`src/fault_resp_defs.vh`:
```
`ifndef FAULT_RESP_DEFS_VH
`define FAULT_RESP_DEFS_VH
// =====================================================
// Fault record codes
`define FC_NONE        8'h00
`define FC_OC          8'h01
`define FC_OV          8'h02
`define FC_GF          8'h03
`define FC_SW          8'h04
`define FC_OC_CONST    8'h08
`define FC_OC_ACCEL    8'h09
`define FC_OC_DECEL    8'h0A
`define FC_LINK        8'h15
`define FC_LOOP        8'h16
`define FC_TUNE        8'h18
`define FC_BRAKE       8'h19
`define FC_UV_RUN      8'h24
`define FC_OV_DECEL    8'h25
`define FC_UV          8'h27
`define FC_BLOCK       8'h28
// =====================================================
// Motion phase encoding
`define PH_IDLE        2'h0
`define PH_CONST       2'h1
`define PH_ACCEL       2'h2
`define PH_DECEL       2'h3
// =====================================================
// Exception codes
`define EX_NONE        8'h00
`define EX_VALUE       8'h01
`define EX_ADDR        8'h02
`define EX_PASSWORD    8'h03
`define EX_RUNNING     8'h04
`define EX_STORE       8'h05
`define EX_LENGTH      8'h06
`define EX_READ_ONLY   8'h07
`define EX_UNDERVOLT   8'h08
`define EX_READ_LOCK   8'h09
`define EX_TIMEOUT     8'h0A
`define EX_FRAMING     8'h0B
`define EX_PARITY      8'h0C
// =====================================================
// Reply framing
`define FUNC_EXC_BIT   8'h80
`define LOCK_READ_BIT  0
`define ACTION_MAX     2'h2
`define ASCII_START    8'h3A
`define ASCII_CR       8'h0D
`define ASCII_LF       8'h0A
`define ASCII_DIGIT    8'h30
`define ASCII_ALPHA    8'h37
`define NIBBLE_TEN     4'hA
`define CRC_INIT       16'hFFFF
`define CRC_POLY       16'hA001
`define RTU_LAST       4'h4
`define ASCII_LAST     4'hA
// Timeout unit is 0.1 s
`define TIMEOUT_UNIT_NS 100000000
`define CLK_PERIOD_NS   4
`endif

```
`src/fault_code_and_exception_responder.v`:
```
// Overview of operation
// RULE1: Report latest trip cause as code 0-4
// RULE2: Over-current codes 8, 9, 10 by phase
// RULE3: Codes 21, 22, 24, 25 for listed faults
// RULE4: Codes 36, 37, 39, 40 for listed faults
// RULE5: Corrupted request gets no reply whatsoever
// RULE6: Unexecutable request gets exception reply, displayed
// RULE7: Echo function with MSB set, one code
// RULE8: RTU reply: address, function, code, CRC
// RULE9: Code 01 bad value, 02 bad address
// RULE10: Writes refused: 03 password, 04 running
// RULE11: Code 05 store failure, 06 bad length
// RULE12: Write to read-only parameter gives 07
// RULE13: Undervoltage: reads served, writes give 08
// RULE14: Lock bit 0 set rejects reads, 09
// RULE15: Timeout code 10 under three conditions
// RULE16: Framing error 11, parity error 12
// RULE17: ASCII reply: colon, hex, LRC, CRLF
`include "fault_resp_defs.vh"
module fault_code_and_exception_responder
#(
   parameter TICK_CYCLES = `TIMEOUT_UNIT_NS / `CLK_PERIOD_NS
)
(
   // Clock and reset
   input  wire        clk,
   input  wire        rst,
   // Trip events, one-cycle pulses
   input  wire        overcurrent_trip,
   input  wire [1:0]  motion_phase,
   input  wire        overvoltage_trip,
   input  wire        overvoltage_decel_trip,
   input  wire        ground_fault_trip,
   input  wire        power_switch_failure,
   input  wire        serial_link_error,
   input  wire        loop_controller_error,
   input  wire        autotune_failure,
   input  wire        brake_chopper_failure,
   input  wire        undervoltage_trip,
   input  wire        external_output_block,
   input  wire        fault_clear,
   // Drive state
   input  wire        motor_running,
   input  wire        undervoltage_state,
   input  wire        password_locked,
   input  wire [7:0]  parameter_lock_setting,
   // Link settings
   input  wire        ascii_mode,
   input  wire [15:0] link_timeout_period,
   input  wire [1:0]  link_fault_action,
   input  wire        bus_activity,
   // Decoded request
   input  wire        req_valid,
   output wire        req_ready,
   input  wire [7:0]  req_address,
   input  wire [7:0]  req_function,
   input  wire        req_is_write,
   input  wire        req_framing_error,
   input  wire        req_parity_error,
   input  wire        req_addr_bad,
   input  wire        req_value_bad,
   input  wire        req_length_bad,
   input  wire        req_read_only,
   input  wire        req_store_failed,
   // Reply byte stream
   output wire        tx_valid,
   input  wire        tx_ready,
   output reg  [7:0]  tx_data_r,
   output wire        tx_last,
   // Status
   output reg  [7:0]  fault_code_r,
   output reg  [7:0]  link_error_display_code,
   output reg         link_timeout_r
);

   localparam ST_IDLE = 2'd0;
   localparam ST_LOAD = 2'd1;
   localparam ST_SEND = 2'd2;
   reg  [1:0]  state_r;
   reg  [3:0]  idx_r, char_pos;
   reg         ascii_r;
   reg  [7:0]  addr_r, func_r, exc_r, chk_lo_r, chk_hi_r;
   reg  [7:0]  trip_nxt, exc_nxt, char_nxt, cur_byte, lrc_val;
   reg  [31:0] tick_r;
   reg  [15:0] units_r, crc_val;
   // =====================================================
   // Fault record
   always @*
   begin
      trip_nxt = `FC_NONE;
      if (external_output_block) trip_nxt = `FC_BLOCK;          // see RULE4
      else if (undervoltage_trip)
         trip_nxt = motor_running ? `FC_UV_RUN : `FC_UV; // see RULE4
      else if (overvoltage_decel_trip) trip_nxt = `FC_OV_DECEL; // see RULE4
      else if (brake_chopper_failure) trip_nxt = `FC_BRAKE;     // see RULE3
      else if (autotune_failure) trip_nxt = `FC_TUNE;           // see RULE3
      else if (loop_controller_error) trip_nxt = `FC_LOOP;      // see RULE3
      else if (serial_link_error) trip_nxt = `FC_LINK;          // see RULE3
      else if (power_switch_failure) trip_nxt = `FC_SW;         // see RULE1
      else if (ground_fault_trip) trip_nxt = `FC_GF;            // see RULE1
      else if (overvoltage_trip) trip_nxt = `FC_OV;             // see RULE1
      else if (overcurrent_trip)
         case (motion_phase)                        // see RULE2
            `PH_CONST: trip_nxt = `FC_OC_CONST;
            `PH_ACCEL: trip_nxt = `FC_OC_ACCEL;
            `PH_DECEL: trip_nxt = `FC_OC_DECEL;
            default:   trip_nxt = `FC_OC;           // see RULE1
         endcase
   end
   // A trip in the same cycle as a clear is kept
   always @(posedge clk or posedge rst)
   begin
      if (rst)
         fault_code_r <= `FC_NONE;
      else if (trip_nxt != `FC_NONE)
         fault_code_r <= trip_nxt;                  // see RULE1
      else if (fault_clear)
         fault_code_r <= `FC_NONE;
   end
   // =====================================================
   // Exception selection
   always @*
   begin
      exc_nxt = `EX_NONE;
      if (req_addr_bad) exc_nxt = `EX_ADDR;                   // see RULE9
      else if (req_value_bad) exc_nxt = `EX_VALUE;            // see RULE9
      else if (req_length_bad) exc_nxt = `EX_LENGTH;          // see RULE11
      else if (!req_is_write)                                 // see RULE14
         exc_nxt = parameter_lock_setting[`LOCK_READ_BIT] ? `EX_READ_LOCK
                                                          : `EX_NONE;
      else if (req_read_only) exc_nxt = `EX_READ_ONLY;        // see RULE12
      else if (password_locked) exc_nxt = `EX_PASSWORD;       // see RULE10
      else if (undervoltage_state) exc_nxt = `EX_UNDERVOLT;   // see RULE13
      else if (motor_running) exc_nxt = `EX_RUNNING;          // see RULE10
      else if (req_store_failed) exc_nxt = `EX_STORE;         // see RULE11
   end
   // =====================================================
   // Checksums over address, function and exception code
   function [15:0] crc3;
      input [23:0] bytes;
      integer      i;
      reg   [15:0] c;
      begin
         c = `CRC_INIT;
         for (i = 0; i < 24; i = i + 1)
         begin
            if (i % 8 == 0)
               c = c ^ {8'h00, bytes[23 - i -: 8]};
            c = c[0] ? ((c >> 1) ^ `CRC_POLY) : (c >> 1);
         end
         crc3 = c;
      end
   endfunction
   function [7:0] hex_char;
      input [3:0] n;
      begin
         hex_char = (n < `NIBBLE_TEN) ? (`ASCII_DIGIT + {4'h0, n})
                                      : (`ASCII_ALPHA + {4'h0, n});
      end
   endfunction
   always @*
   begin
      crc_val = crc3({req_address, req_function | `FUNC_EXC_BIT, exc_nxt});
      lrc_val = 8'h00 - (req_address + (req_function | `FUNC_EXC_BIT)
                + exc_nxt);
   end
   // =====================================================
   // Reply character at current index; ASCII sends high nibble first
   always @*
   begin
      char_pos = idx_r - 4'h1;
      char_nxt = `ASCII_START;
      case (char_pos[2:1])
         2'h0:    cur_byte = addr_r;
         2'h1:    cur_byte = func_r;
         2'h2:    cur_byte = exc_r;
         default: cur_byte = chk_lo_r;
      endcase
      if (!ascii_r)
      begin
         case (idx_r)                               // see RULE8
            4'h0:    char_nxt = addr_r;
            4'h1:    char_nxt = func_r;
            4'h2:    char_nxt = exc_r;
            4'h3:    char_nxt = chk_lo_r;
            default: char_nxt = chk_hi_r;
         endcase
      end
      else if (idx_r == `ASCII_LAST)
         char_nxt = `ASCII_LF;                      // see RULE17
      else if (idx_r == `ASCII_LAST - 4'h1)
         char_nxt = `ASCII_CR;                      // see RULE17
      else if (idx_r != 4'h0)
         char_nxt = hex_char(char_pos[0] ? cur_byte[3:0] : cur_byte[7:4]);
   end
   assign req_ready = (state_r == ST_IDLE);
   assign tx_valid  = (state_r == ST_SEND);
   assign tx_last   = tx_valid &&
                      (idx_r == (ascii_r ? `ASCII_LAST : `RTU_LAST));
   // =====================================================
   // Reply sequencer and display
   always @(posedge clk or posedge rst)
   begin
      if (rst)
      begin
         state_r   <= ST_IDLE;
         idx_r     <= 4'h0;
         ascii_r   <= 1'b0;
         addr_r    <= 8'h00;
         func_r    <= 8'h00;
         exc_r     <= 8'h00;
         chk_lo_r  <= 8'h00;
         chk_hi_r  <= 8'h00;
         tx_data_r <= 8'h00;
         link_error_display_code <= `EX_NONE;
      end
      else
      begin
         case (state_r)
            ST_IDLE:
            begin
               if (req_valid)
               begin
                  if (req_framing_error)                     // see RULE5
                     link_error_display_code <= `EX_FRAMING; // see RULE16
                  else if (req_parity_error)
                     link_error_display_code <= `EX_PARITY;  // see RULE16
                  else if (exc_nxt != `EX_NONE)
                  begin
                     link_error_display_code <= exc_nxt;     // see RULE6
                     addr_r   <= req_address;
                     func_r   <= req_function | `FUNC_EXC_BIT; // see RULE7
                     exc_r    <= exc_nxt;
                     chk_lo_r <= ascii_mode ? lrc_val : crc_val[7:0];
                     chk_hi_r <= crc_val[15:8];
                     ascii_r  <= ascii_mode;
                     idx_r    <= 4'h0;
                     state_r  <= ST_LOAD;
                  end
                  else if (link_timeout_r)
                     link_error_display_code <= `EX_NONE;
               end
               else if (link_timeout_r)
                  link_error_display_code <= `EX_TIMEOUT;    // see RULE15
            end
            ST_LOAD:
            begin
               tx_data_r <= char_nxt;
               state_r   <= ST_SEND;
            end
            ST_SEND:
            begin
               if (tx_ready)
               begin
                  if (tx_last)
                     state_r <= ST_IDLE;
                  else
                  begin
                     idx_r   <= idx_r + 4'h1;
                     state_r <= ST_LOAD;
                  end
               end
            end
            default: state_r <= ST_IDLE;
         endcase
      end
   end
   // =====================================================
   // Silent-bus watchdog; activity restarts and clears it
   always @(posedge clk or posedge rst)
   begin
      if (rst)
      begin
         tick_r         <= 32'h0;
         units_r        <= 16'h0;
         link_timeout_r <= 1'b0;
      end
      else if (bus_activity || link_timeout_period == 16'h0 ||
               link_fault_action > `ACTION_MAX)
      begin
         tick_r         <= 32'h0;
         units_r        <= 16'h0;
         link_timeout_r <= 1'b0;
      end
      else if (!link_timeout_r)
      begin
         if (tick_r == TICK_CYCLES - 1)
         begin
            tick_r <= 32'h0;
            if (units_r + 16'h1 == link_timeout_period)
               link_timeout_r <= 1'b1;              // see RULE15
            units_r <= units_r + 16'h1;
         end
         else
            tick_r <= tick_r + 32'h1;
      end
   end
endmodule // fault_code_and_exception_responder

```
`config.mk`:
```
export PLATFORM = sky130hd
export DESIGN_NAME = fault_code_and_exception_responder
export DESIGN_NICKNAME = d
export VERILOG_FILES = /design/src/fault_code_and_exception_responder.v
export VERILOG_INCLUDE_DIRS = /design/src
export SDC_FILE = /design/constraint.sdc
export NUM_CORES = 1
export LEC_CHECK = 0
export ABC_AREA = 1
export ABC_CLOCK_PERIOD_IN_PS = 3700
export BUFFER_PORTS_ARGS = -buffer_cell sky130_fd_sc_hd__clkbuf_2
export CAP_MARGIN = 30
export CORE_MARGIN = 5
export CORE_UTILIZATION = 53
export CTS_CLUSTER_DIAMETER = 40
export DETAILED_ROUTE_END_ITERATION = 6
export PLACE_DENSITY = 0.88
export SLEW_MARGIN = 10
export SYNTH_ARGS = -nofsm -noshare
export SYNTH_HDL_FRONTEND = slang
export SYNTH_SLANG_ARGS = --single-unit
```
`constraint.sdc`:
```
create_clock -name clk -period 3.7 [get_ports clk]
set_clock_uncertainty 0.1 [all_clocks]
set_input_delay 0.74 -clock clk [delete_from_list [all_inputs] [get_ports clk]]
set_output_delay 0.74 -clock clk [all_outputs]
set_load 0.02 [all_outputs]
```
Yosys cells after proc, flatten, opt, wreduce, memory -nomap -nowiden
Cells that the tools add are included.

Add/subtract/negate cells: 9. Reduce and logical (&&, ||, !) cells: 20. Bitwise logic cells: 29. Eq/ne operators: 22. Multiplexer cells: 89. Magnitude comparators: 2.

Operators with widths (number): $mux W16 (27); $mux W8 (19); $mux W32 (3); $mux W4 (18); $not A2 Y3 (24); $add A32 B1 Y32 const B (1); $eq A32 B25 Y1 const B (1); $pmux W8 S4 (1); $xor A16 B8 Y16 (2); $mux W7 (4); $pmux W8 S3 (1); $add A16 B1 Y16 const B (1); $add A8 B8 Y8 (2); $eq A16 B16 Y1 (1); $logic_not A16 Y1 (1); $not A8 Y16 (1); $reduce_bool A8 Y1 (2); $add A6 B4 Y7 const A (2); $mux W2 (6); $pmux W4 S3 (1); $reduce_and A5 Y1 (2); $eq A2 B2 Y1 const B (4); $eq A4 B2 Y1 const B (2); $eq A4 B4 Y1 const B (2); other kinds (24) (43).

Input bits: 73. Output and inout bits: 28. Register bits after elaboration: 120. Word-level logic and storage cells: 185.

Depth between registers and ports, before layout
Gate-level depths: netlist of the first run.

Word-level depth: 52. Gate-level depth with buffers: 22. Mapped depth without buffers: 22.

Worst setup path before layout of the first run
No wires, ideal clock.

Path type: input to register. From: input req_read_only. To: register chk_lo_r[7]. Required time: 3.471 ns. Stages on the path: 20. Arrival time: 3.488 ns. Library setup time: 0.129 ns. Setup slack: -0.017 ns. Path buffers: 0. Path through: inv_1 -> nand2_1 -> nand2_1 -> nand2_1 -> nand2_1 -> nand2_1 -> ha_1 -> inv_1 -> fa_1 -> ha_1 -> inv_1 -> fa_1 -> inv_1 -> a21oi_1 -> o21ai_0 -> a21oi_1 -> o21ba_2 -> xor2_1 -> a21oi_1 -> a22oi_1.

Longest elaborated chain between the ends: 16. Elaborated cells on any way between the ends: 20. Those cells by class: add/sub: 2; mux: 14; bitwise: 2; reduce/logical: 2.

Ends and longest elaborated chain: start, declared (line fault_code_and_exception_responder.v:63) `input wire req_read_only,`; $mux W4 * (line fault_code_and_exception_responder.v:131) `` else if (req_read_only) exc_nxt = `EX_READ_ONLY; ``; $mux W4 * (line fault_code_and_exception_responder.v:128) `else if (!req_is_write)`; $mux W4 * (line fault_code_and_exception_responder.v:127) `` else if (req_length_bad) exc_nxt = `EX_LENGTH; ``; $mux W4 * (line fault_code_and_exception_responder.v:126) `` else if (req_value_bad) exc_nxt = `EX_VALUE; ``; $mux W4 * (line fault_code_and_exception_responder.v:125) `` if (req_addr_bad) exc_nxt = `EX_ADDR; ``; named net exc_nxt[1] (line fault_code_and_exception_responder.v:83) `reg [7:0] trip_nxt, exc_nxt, char_nxt, cur_byte, lrc_val;`; parallel branches: the longest is 11 deep, another holds $add A8 B8 Y8; end signal, assigned (line fault_code_and_exception_responder.v:234) `chk_lo_r <= ascii_mode ? lrc_val : crc_val[7:0];`; end, declared (line fault_code_and_exception_responder.v:82) `reg [7:0] addr_r, func_r, exc_r, chk_lo_r, chk_hi_r;`.

Mark *: on every way through the listed nets, which the timed path passes. A chain may end at the register's enable or synchronous reset.

Worst setup path after layout of the first run
From: input password_locked. To: register chk_lo_r[7].

Longest elaborated chain between the ends: 17. Elaborated cells on any way between the ends: 21. Those cells by class: add/sub: 2; mux: 15; bitwise: 2; reduce/logical: 2.

Ends and longest elaborated chain: start, declared (line fault_code_and_exception_responder.v:45) `input wire password_locked,`; $mux W4 * (line fault_code_and_exception_responder.v:132) `` else if (password_locked) exc_nxt = `EX_PASSWORD; ``; $mux W4 * (line fault_code_and_exception_responder.v:131); $mux W4 * (line fault_code_and_exception_responder.v:128); $mux W4 * (line fault_code_and_exception_responder.v:127); $mux W4 * (line fault_code_and_exception_responder.v:126); $mux W4 * (line fault_code_and_exception_responder.v:125); named net exc_nxt[1] (line fault_code_and_exception_responder.v:83); parallel branches: the longest is 11 deep, another holds $add A8 B8 Y8.

Marks and branches as above.

==> impl_metrics.csv, run 1 <==
group,metric,value,unit
outcome,status,"finished clean",
global_routing,grt_max_degree,72,
min_path,hold_class,"input port to async pin",
synthesis,synth_xor_area_share,4.42,%
routing,ant_nets,0,
flow_run,maxCapViolCount,0,
routing,avgViaCountPerCell,5.41,
pwr,p_per_area,581,nW/um^2
placed_design,hpwl,15800,um
synthesis,synthesis.instances,1096,
die,dieWidth,131,um
cells_and_area,multiInputGateArea,4350,um^2
timing,drv_slew,0,
global_routing,antenna_found_initial,0,
clocking,cts_tree,"done",
synthesis,synth_simple_gate_area_share,30.6,%
timing,finalCritPeriodShare,93.0,%
clocking,clk-insertion-delay-late,0.35,ns
setup_path,crit_arrival,3.56,ns
placed_design,place_worst_setup_slack,-0.138,ns
routing,wl,19900,um
die,design.core.area,14500,um^2
timing,worst_slew_pin_slew,0.547,ns
cells_and_area,area_delta_synth_final,13.0,%
synthesis,synthesis.area,7820,um^2
pwr,power_leakage,0.00439,uW
clocking,clock_path_buffers,2,
clocking,hold_buffers,0,
setup_path,reg2reg_from,"idx_r[0]",
placed_design,port_buffers,86,
synthesis,yosysWarnings,0,
clocking,cts_root_buf,"clkbuf_16",
synthesis,synth_compound_area_share,15.2,%
pwr,ir_drop,0.000265,V
global_routing,gr-total-overflow,0,
global_routing,grt_pass1_vias,7182,
synthesis,synth_edf_count,0,
routing,wl_per_cell,14.4,um
cells_and_area,n_antenna_cell,0,
synthesis,yosys_most_used_dff,"dfrtp_1",
clocking,clock-sinks,110,
setup_path,critPathKind,"input port to flop",
setup_path,r2r-end,"tx_data_r[2]",
timing,setup_viol,0,
clocking,htree_levels,3,
routing,drc,0,
timing,slew-limit-headroom,63.4,%
setup_path,reg2regPathDepth,18,
placed_design,gp_congestion,0.954,
synthesis,syn_avg_cell_area,7.14,um^2
clocking,postCtsSetupRepairBufs,0,
routing,dr.pass1.iters,5,
die,start_util,54.0,%
cells_and_area,fillCellCount,1322,
clocking,clk_pin_slew,0.07,ns
setup_path,r2r_setup_slack,0.85,ns
setup_path,cp_max_fo,2,
synthesis,synth_fa_ha_area_share,5.02,%
synthesis,synth_top_family_by_area,"simple AND/OR/NAND/NOR gates",
timing,clock.fmax,290,MHz
synthesis,synth_async_sr_flop_share,100,%
global_routing,grt_pass1_wl,34000,um
die,rows,44,
timing,setup_ws,0.257,ns
cells_and_area,postLayoutCoreUtil,61.0,%
synthesis,synth.area.mux_share,0,%
setup_path,critPathLaunchType,"input port",
die,pin_count,101,
timing,hold_viol_final,0,
synthesis,synth_cell_types,60,
clocking,numCtsBuffers,9,
routing,drt_iter0_drc,683,
die,die_h,131,um
setup_path,cp-end-kind,"flop",
cells_and_area,fin_nets,1295,
synthesis,synth-seq-cells,110,
cells_and_area,register_area,2750,um^2
global_routing,grt.total_usage,23.2,%
synthesis,ys_seq_area_share,35.2,%
die,die_area,17300,um^2
timing,min_period,3.44,ns
cells_and_area,drive_gt1_share,15.8,%
setup_path,cp_data_required_time,3.81,ns
routing,vias,7482,
==> layout by cell type, fill, tap and decap left out, types with 9 or more instances in the layout <==
cell and count:
o22ai_1 11, a21oi_1 49, nand4_1 15, inv_1 146, buf_4 13, nand3_1 55
clkbuf_16 9, dfrtp_1 110, xnor2_1 9, xor2_1 26, inv_2 20, nor3_1 27
a31oi_1 10, ha_1 25, o21ai_0 67, clkbuf_2 86, nand2_2 9, nor2_1 97
o21ai_1 13, nand2_1 286
==> critical path, stage by stage <==
cell and delay [ns]:
clkbuf_2 0.09, inv_1 0.06, nand2_1 0.07, nand2_1 0.06, nand2_1 0.05, nand2_2 0.07
nand2_2 0.06, ha_1 0.26, inv_1 0.05, fa_1 0.53, ha_1 0.14, inv_1 0.06
fa_2 0.33, inv_2 0.07, a21oi_1 0.07, o21ai_2 0.19, a21oi_2 0.08, o21ba_2 0.20
xor2_1 0.14, a21oi_1 0.16, a22oi_1 0.09
==> repair_timing <==
| item | in CTS | in global routing |
|---|---|---|
| setup endpoints to repair | 0 | 1 |
| resized for setup | 0 | 6 |
| hold endpoints to repair | 0 | 0 |
==> synthesized netlist by cell type (all sizes together), types with 2 or more instances <==
master,number,area share (%)
o21ai,82,5.3
nor4,6,0.48
a21oi,56,4.0
clkinv,4,0.19
clkbuf,7,0.34
o221ai,2,0.22
fa,4,1.0
buf,13,1.0
dfrtp,110,35
inv,167,8.0
a22oi,4,0.38
xnor2,9,1.0
o2111ai,4,0.45
o211ai,5,0.48
a221oi,5,0.56
o22ai,11,0.88
o31ai,4,0.38
ha,25,4.0
xor2,27,3.1
nand3b,4,0.38
a211oi,2,0.19
nor2,109,6.1
nand4,17,1.5
nor3,32,2.5
or2,3,0.24
nand3,59,4.1
a22o,2,0.22
a31oi,11,1.1
nand2,300,15
==> sequential cells by signal, indices dropped and copies added (netlist names) <==
signal,count
idx_r,4
func_r,8
chk_hi_r,8
fault_code_r,6
link_timeout_r,1
tx_data_r,8
units_r,16
addr_r,8
link_error_display_code,4
tick_r,32
state_r,2
ascii_r,1
exc_r,4
chk_lo_r,8
==> layout make-up <==
| class | instances | share of cell area (%) |
|---|---|---|
| inverters | 171 | 7.31 |
| multi-input cells | 800 | 49.3 |
| clock buffers | 13 | 2.95 |
| well taps | 184 | 2.61 |
| clock inverters | 3 | 0.283 |
| flip-flops and latches | 110 | 31.2 |
| repair buffers | 101 | 6.43 |
==> per-stage QoR <==
stage                     TNS [ns]  instance area (um^2)  hold WS, ns  cells  total power (uW)
final                            0                  8830        0.153   1382              5130
after global routing      -0.00792                  8830        0.147   1382              5530
after CTS                        0                  8800        0.385   1381              5120
after detailed placement    -0.138                  8510        0.362   1365              4190
after global placement     -0.0335                  8510        0.356   1365              4120
after floorplan                  0                  7840        0.332   1101              3500
==> cell families (layout without fill, tap and decap cells) <==
group                      after synthesis  in the layout
other                                    1              6
xor gates and xnor gates                37             37
adders and majority gates               29             29
AOI/OAI and AO/OA                      197            197
DFF                                    110            110
buffers and inverters                  191            288
and+or+nand+nor                        531            531
==> report_power, final <==
part / switching [uW] / internal [uW] / leakage [uW]
sequential: 251 / 1490 / 0.00143
combinational: 1620 / 843 / 0.00283
clock: 425 / 499 / 0.000137
total: 2300 / 2830 / 0.00439
==> layer usage <==
metal	global-route usage, %	vias to the layer above	part of all wire [%]
met5	0	-	0
met4	8.80	0	3.0
met3	3.21	46	6.5
met2	36.5	278	44
met1	32.8	3399	46
li1	-	3759	-
==> how the worst max path moves through the flow <==
stage / startpoint / end / slack (ns) / depth (start not counted)
2_1_floorplan: req_read_only / chk_lo_r[7] / 0.05 / 20
3_3_place_gp: password_locked / chk_lo_r[7] / -0.03 / 21
3_5_place_dp: password_locked / chk_lo_r[7] / -0.14 / 21
4_1_cts: password_locked / chk_lo_r[7] / 0.24 / 21
5_1_grt: password_locked / chk_lo_r[7] / -0.008 / 21
6_report: password_locked / chk_lo_r[7] / 0.26 / 21
Power figures use the tool's default switching activity.
==> run 2, diff against run 1 <==
CELL_PAD_IN_SITES_DETAIL_PLACEMENT = 1   (was unset)
CELL_PAD_IN_SITES_GLOBAL_PLACEMENT = 2   (was unset)
CORE_UTILIZATION = 31   (was 53)
CTS_BUF_LIST = sky130_fd_sc_hd__clkbuf_2 sky130_fd_sc_hd__clkbuf_4 sky130_fd_sc_hd__clkbuf_8   (was unset)
PLACE_DENSITY = 0.9   (was 0.88)
==> run 2 against run 1 <==
  * Register-to-register slack got worse by 0.25 ns
  * Critical path depth did not move
  * Via count barely moved
  * Non-clock buffer count increased by 10
  * Fmax shrank 0.27%
  * Combinational power grew 2%
  * Cell count grew 11%
  * Clock power decreased by 15%
  * Total power down 1.5%
  * Core utilization fell by 25 points
  * Sequential share of layout area down 0.55 points
  * Final area increased by 1.8%
==> impl_metrics.csv, run 2 (same netlist as run 1, synthesis figures left out) <==
group,metric,value,unit
placed_design,postPlaceCellArea,8760,um^2
die,dieWidth,169,um
clocking,cts_root_buf,"clkbuf_8",
clocking,clock_path_buffers,2,
setup_path,cp_data_required_time,3.87,ns
cells_and_area,fillCellCount,3198,
die,die_h,169,um
cells_and_area,finish.instance_area,8990,um^2
clocking,clk_pin_slew,0.12,ns
setup_path,cpPeakStageDelay,0.51,ns
timing,fin_hold_ws,0.363,ns
cells_and_area,top_register,"tick_r",
routing,vias,7475,
routing,wl,23700,um
pwr,power_leakage,0.00440,uW
timing,slew-limit-headroom,64.0,%
routing,wl_per_cell,15.5,um
setup_path,critPathKind,"input port to flop",
setup_path,crit_buf_inv,5,
timing,worst_slew_pin_slew,0.537,ns
die,design.core.area,25000,um^2
global_routing,grt_max_degree,72,
setup_path,critPathLaunchType,"input port",
global_routing,grt.total_usage,17.1,%
timing,setup_viol,0,
clocking,clock-sinks,110,
min_path,hold_class,"input port to async pin",
clocking,clk-insertion-delay-late,0.40,ns
outcome,status,"finished clean",
cells_and_area,final_cell_mix,"nand2_1 (286), inv_1 (146), dfrtp_1 (110)",
pwr,power,5050,uW
setup_path,slowest_stage,"fa_1",
clocking,hold_buffers,0,
clocking,cts_tree,"done",
timing,hold_viol_final,0,
flow_run,maxCapViolCount,0,
die,start_util,31.2,%
global_routing,antenna_found_initial,0,
routing,drc,0,
routing,wl_met2,10500,um
cells_and_area,area_delta_synth_final,15.0,%
routing,route.met3.wl,814,um
placed_design,port_buffers,86,
setup_path,worst_path_most_repeated_cell,"inv_1",
clocking,htree_levels,3,
global_routing,gr-total-overflow,0,
setup_path,cp_max_fo,2,
cells_and_area,largest_reg_flops,32,
routing,wl_met1,12100,um
routing,avgViaCountPerCell,4.86,
cells_and_area,n_antenna_cell,0,
cells_and_area,fin_nets,1305,
pwr,ir_drop,0.000247,V
clocking,numCtsBuffers,9,
timing,finalCritPeriodShare,93.3,%
die,die_area,28500,um^2
global_routing,grt_pass1_vias,7770,
setup_path,crit_chain,"clkbuf_2 > inv_1 > nand2_1 > nand2_1 > nand2_1 > nand2_2 > nand2_2 > ha_1 > inv_1 > fa_1 > ha_2 > inv_1 > fa_1 > inv_1 > a21oi_1 > o21ai_1 > a21oi_1 > o21ba_2 > xor2_1 > a21oi_1 > a22oi_1",
timing,drv_slew,0,
pwr,p_per_area,562,nW/um^2
timing,rsz0062_at_grt,"false",
cells_and_area,drive_gt1_share,16.4,%
cells_and_area,top_regs,"tick_r: 32 flops, units_r: 16 flops",
timing,min_period,3.45,ns
global_routing,grt_pass1_wl,39800,um
die,rows,58,
setup_path,cp_top_family,"adder cells",
die,pin_count,101,
setup_path,crit_arrival,3.62,ns
routing,ant_nets,0,
routing,dr.pass1.iters,5,
routing,top_layer,"met4",
placed_design,hpwl,19300,um
cells_and_area,mostFrequentLayoutCell,"nand2_1",
routing,drt_iter0_drc,307,
placed_design,gp_congestion,0.864,
timing,clock.fmax,290,MHz
setup_path,cp-end-kind,"flop",
-- run 2: cell count changes in the layout (fill, tap and decap cells not counted), sizes merged --
cell      previous run  this run
buf                 15        25
bufinv               0         1
clkbuf              99        96
clkinvlp             2         3
-- run 2: layout make-up --
cell class              instances  area [um^2]  share of cell area (%)
multi-input cells             800         4350                    48.3
flip-flops and latches        110         2750                    30.6
inverters                     171          646                    7.18
repair buffers                111          631                    7.01
well taps                     330          413                    4.59
clock buffers                  10          138                    1.53
clock inverters                 5         67.6                   0.751
-- run 2: worst min-delay path, delay by kind of cell --
family	cells	cell delay, ns
buf+inv	3	0.57
-- run 2: per-stage QoR --
| stage | TNS [ns] | worst slack, ns | utilization [%] | cells |
|---|---|---|---|---|
| floorplan | 0 | 0.0515 | - | 1101 |
| global placement | -0.0968 | -0.0937 | 35.0 | 1521 |
| detailed placement | -0.325 | -0.235 | 35.0 | 1521 |
| CTS | 0 | 0.217 | 35.8 | 1536 |
| global route | 0 | 0.0158 | 35.9 | 1537 |
| finish | 0 | 0.248 | 35.9 | 1537 |
-- run 2: layer usage --
| metal | vias up | track usage [%] |
|---|---|---|
| met4 | 0 | 3.88 |
| li1 | 3772 | - |
| met5 | - | 0 |
| met3 | 14 | 2.50 |
| met2 | 120 | 27.0 |
| met1 | 3569 | 24.9 |
-- run 2: timing repair --
item                       in CTS  in global routing
setup buffers                   0                  0
setup endpoints to repair       0                  1
resized for setup               0                  4
-- run 2: where the power goes --
group	internal [uW]	switching (uW)	total [uW]
logic	851	1680	2530
clock network	338	452	789
registers	1490	247	1740
total	2680	2380	5050
-- run 2: final timing paths --
kind | end | slack (ns) | cells after the start | start
worst max-delay path | chk_lo_r[7] | 0.25 | 21 | req_read_only
worst min-delay path | tick_r[28] | 0.36 | 3 | rst
worst max register to register | tx_data_r[1] | 0.60 | 12 | idx_r[0]
worst min register to register | func_r[7] | 0.38 | 2 | func_r[7]
max in group asynchronous | tx_data_r[3] | 2.56 | 4 | rst
min in group clk | func_r[7] | 0.38 | 2 | func_r[7]
==> run 3, diff against run 2 <==
CORE_MARGIN = 4   (was 5)
==> run 3 against run 2 <==
  * Sequential share of layout area increased by 0.081 points
  * Worst setup slack lost 0.045 ns
  * Die area is 2.4% lower
  * Register-to-register slack better by 0.29 ns
  * Clock-buffer cell count up 1
  * Critical path depth shrank 2
==> impl_metrics.csv, run 3 (same netlist as run 1, synthesis figures left out) <==
group,metric,value,unit
routing,vias,7569,
timing,setup_ws,0.203,ns
die,start_util,31.9,%
timing,fin_hold_ws,0.277,ns
timing,hold_viol_final,0,
global_routing,grt.total_usage,16.9,%
setup_path,slowest_stage,"fa_1",
cells_and_area,drive_gt1_share,16.3,%
setup_path,cpPeakStageDelay,0.48,ns
timing,drv_slew,0,
routing,wl_per_cell,15.4,um
global_routing,antenna_found_initial,0,
setup_path,reg2reg_from,"idx_r[0]",
setup_path,cp_max_fo,4,
outcome,status,"finished clean",
die,design.core.area,24500,um^2
cells_and_area,n_antenna_cell,0,
die,rows,57,
placed_design,port_buffers,86,
global_routing,grt_max_degree,89,
setup_path,crit_arrival,3.64,ns
flow_run,maxCapViolCount,0,
setup_path,r2r-end,"tx_data_r[2]",
min_path,hold_class,"input port to async pin",
die,dieWidth,167,um
setup_path,cp-end-kind,"flop",
cells_and_area,fin_nets,1305,
routing,avgViaCountPerCell,4.95,
setup_path,critPathLaunchType,"input port",
timing,setup_viol,0,
clocking,clock_path_buffers,2,
cells_and_area,top_regs,"tick_r: 32 flops, units_r: 16 flops",
setup_path,critPathKind,"input port to flop",
clocking,clk-insertion-delay-late,0.38,ns
cells_and_area,area_delta_synth_final,14.7,%
setup_path,crit_chain,"clkbuf_2 > inv_1 > o21ai_1 > buf_4 > nor2_1 > nand2_1 > fa_1 > ha_1 > ha_1 > nand2_1 > nor2_1 > a211oi_2 > or2_2 > nand2_1 > a21oi_1 > o21ai_0 > a21oi_1 > o21ai_1 > o21ai_0",
setup_path,cp_data_required_time,3.85,ns
routing,ant_nets,0,
die,die_area,27800,um^2
setup_path,r2r_setup_slack,0.89,ns
cells_and_area,largest_reg_flops,32,
setup_path,worst_path_most_repeated_cell,"nand2_1",
clocking,cts_root_buf,"clkbuf_8",
placed_design,gp_congestion,0.888,
cells_and_area,final_cell_mix,"nand2_1 (286), inv_1 (147), dfrtp_1 (110)",
clocking,clock-sinks,110,
timing,slew-limit-headroom,61.9,%
timing,finalCritPeriodShare,94.5,%
die,pin_count,101,
clocking,cts_tree,"done",
pwr,power_leakage,0.00440,uW
timing,min_period,3.50,ns
placed_design,place_inst,1515,
global_routing,grt_pass1_vias,7776,
pwr,ir_drop,0.000238,V
cells_and_area,fin_cells,1530,
routing,dr.pass1.iters,5,
clocking,clk_pin_slew,0.11,ns
routing,drt_iter0_drc,313,
timing,clock.fmax,286,MHz
clocking,numCtsBuffers,9,
cells_and_area,mostFrequentLayoutCell,"nand2_1",
timing,tns,0,ns
routing,wl,23600,um
global_routing,gr-total-overflow,0,
placed_design,hpwl,19300,um
setup_path,reg2regPathDepth,21,
cells_and_area,top_register,"tick_r",
global_routing,grt_pass1_wl,39200,um
timing,worst_slew_pin_slew,0.569,ns
placed_design,place_worst_setup_slack,-0.155,ns
pwr,p_per_area,556,nW/um^2
routing,drc,0,
die,die_h,167,um
clocking,htree_levels,3,
-- run 3: worst max path at each step --
stage	endpoint	start	depth (start not counted)
finish	chk_lo_r[6]	req_length_bad	19
global route	chk_lo_r[6]	undervoltage_state	21
CTS	chk_lo_r[6]	password_locked	21
detailed placement	chk_lo_r[6]	req_length_bad	19
global placement	chk_lo_r[7]	password_locked	21
floorplan	chk_lo_r[7]	req_read_only	20
-- run 3: cell type report --
type,count,area (um^2)
clock buffer,11,139
inverter,171,646
timing repair buffer,111,631
sequential,110,2750
tap,324,405
multi-input combinational,800,4350
clock inverter,3,47.5
fill,3197,15600
-- run 3: worst max-delay path: cells and delay by family --
family	cells	cell delay, ns
AND/OR/NAND/NOR	6	0.79
buffers and inverters	3	0.28
AO/OA/AOI/OAI	7	0.67
adder cells (fa/ha/maj)	3	1.17
-- run 3: through the flow --
step / util (%) / total power [uW] / instance area (um^2)
after floorplan: - / 3500 / 7840
after global placement: 35.7 / 4200 / 8760
after detailed placement: 35.7 / 4280 / 8760
after CTS: 36.5 / 5050 / 8950
after global routing: 36.6 / 5420 / 8970
final: 36.6 / 4980 / 8970
-- run 3: repair_timing --
item                                    CTS  global route
hold buffers                              0             0
hold endpoints to repair                  0             0
endpoints found under the setup margin    0             2
setup buffers                             0             1
gates resized for setup                   0             3
-- run 3: per-layer routing --
layer	GRT usage, %	wire, um
met5	0	0
met4	2.88	151
met3	2.37	736
met2	27.5	10800
met1	24.4	11900
-- run 3: power by group --
group	internal, uW	switching (uW)	leakage (uW)
combinational	852	1640	0.00288
clock	325	419	0.0000963
sequential	1490	263	0.00143
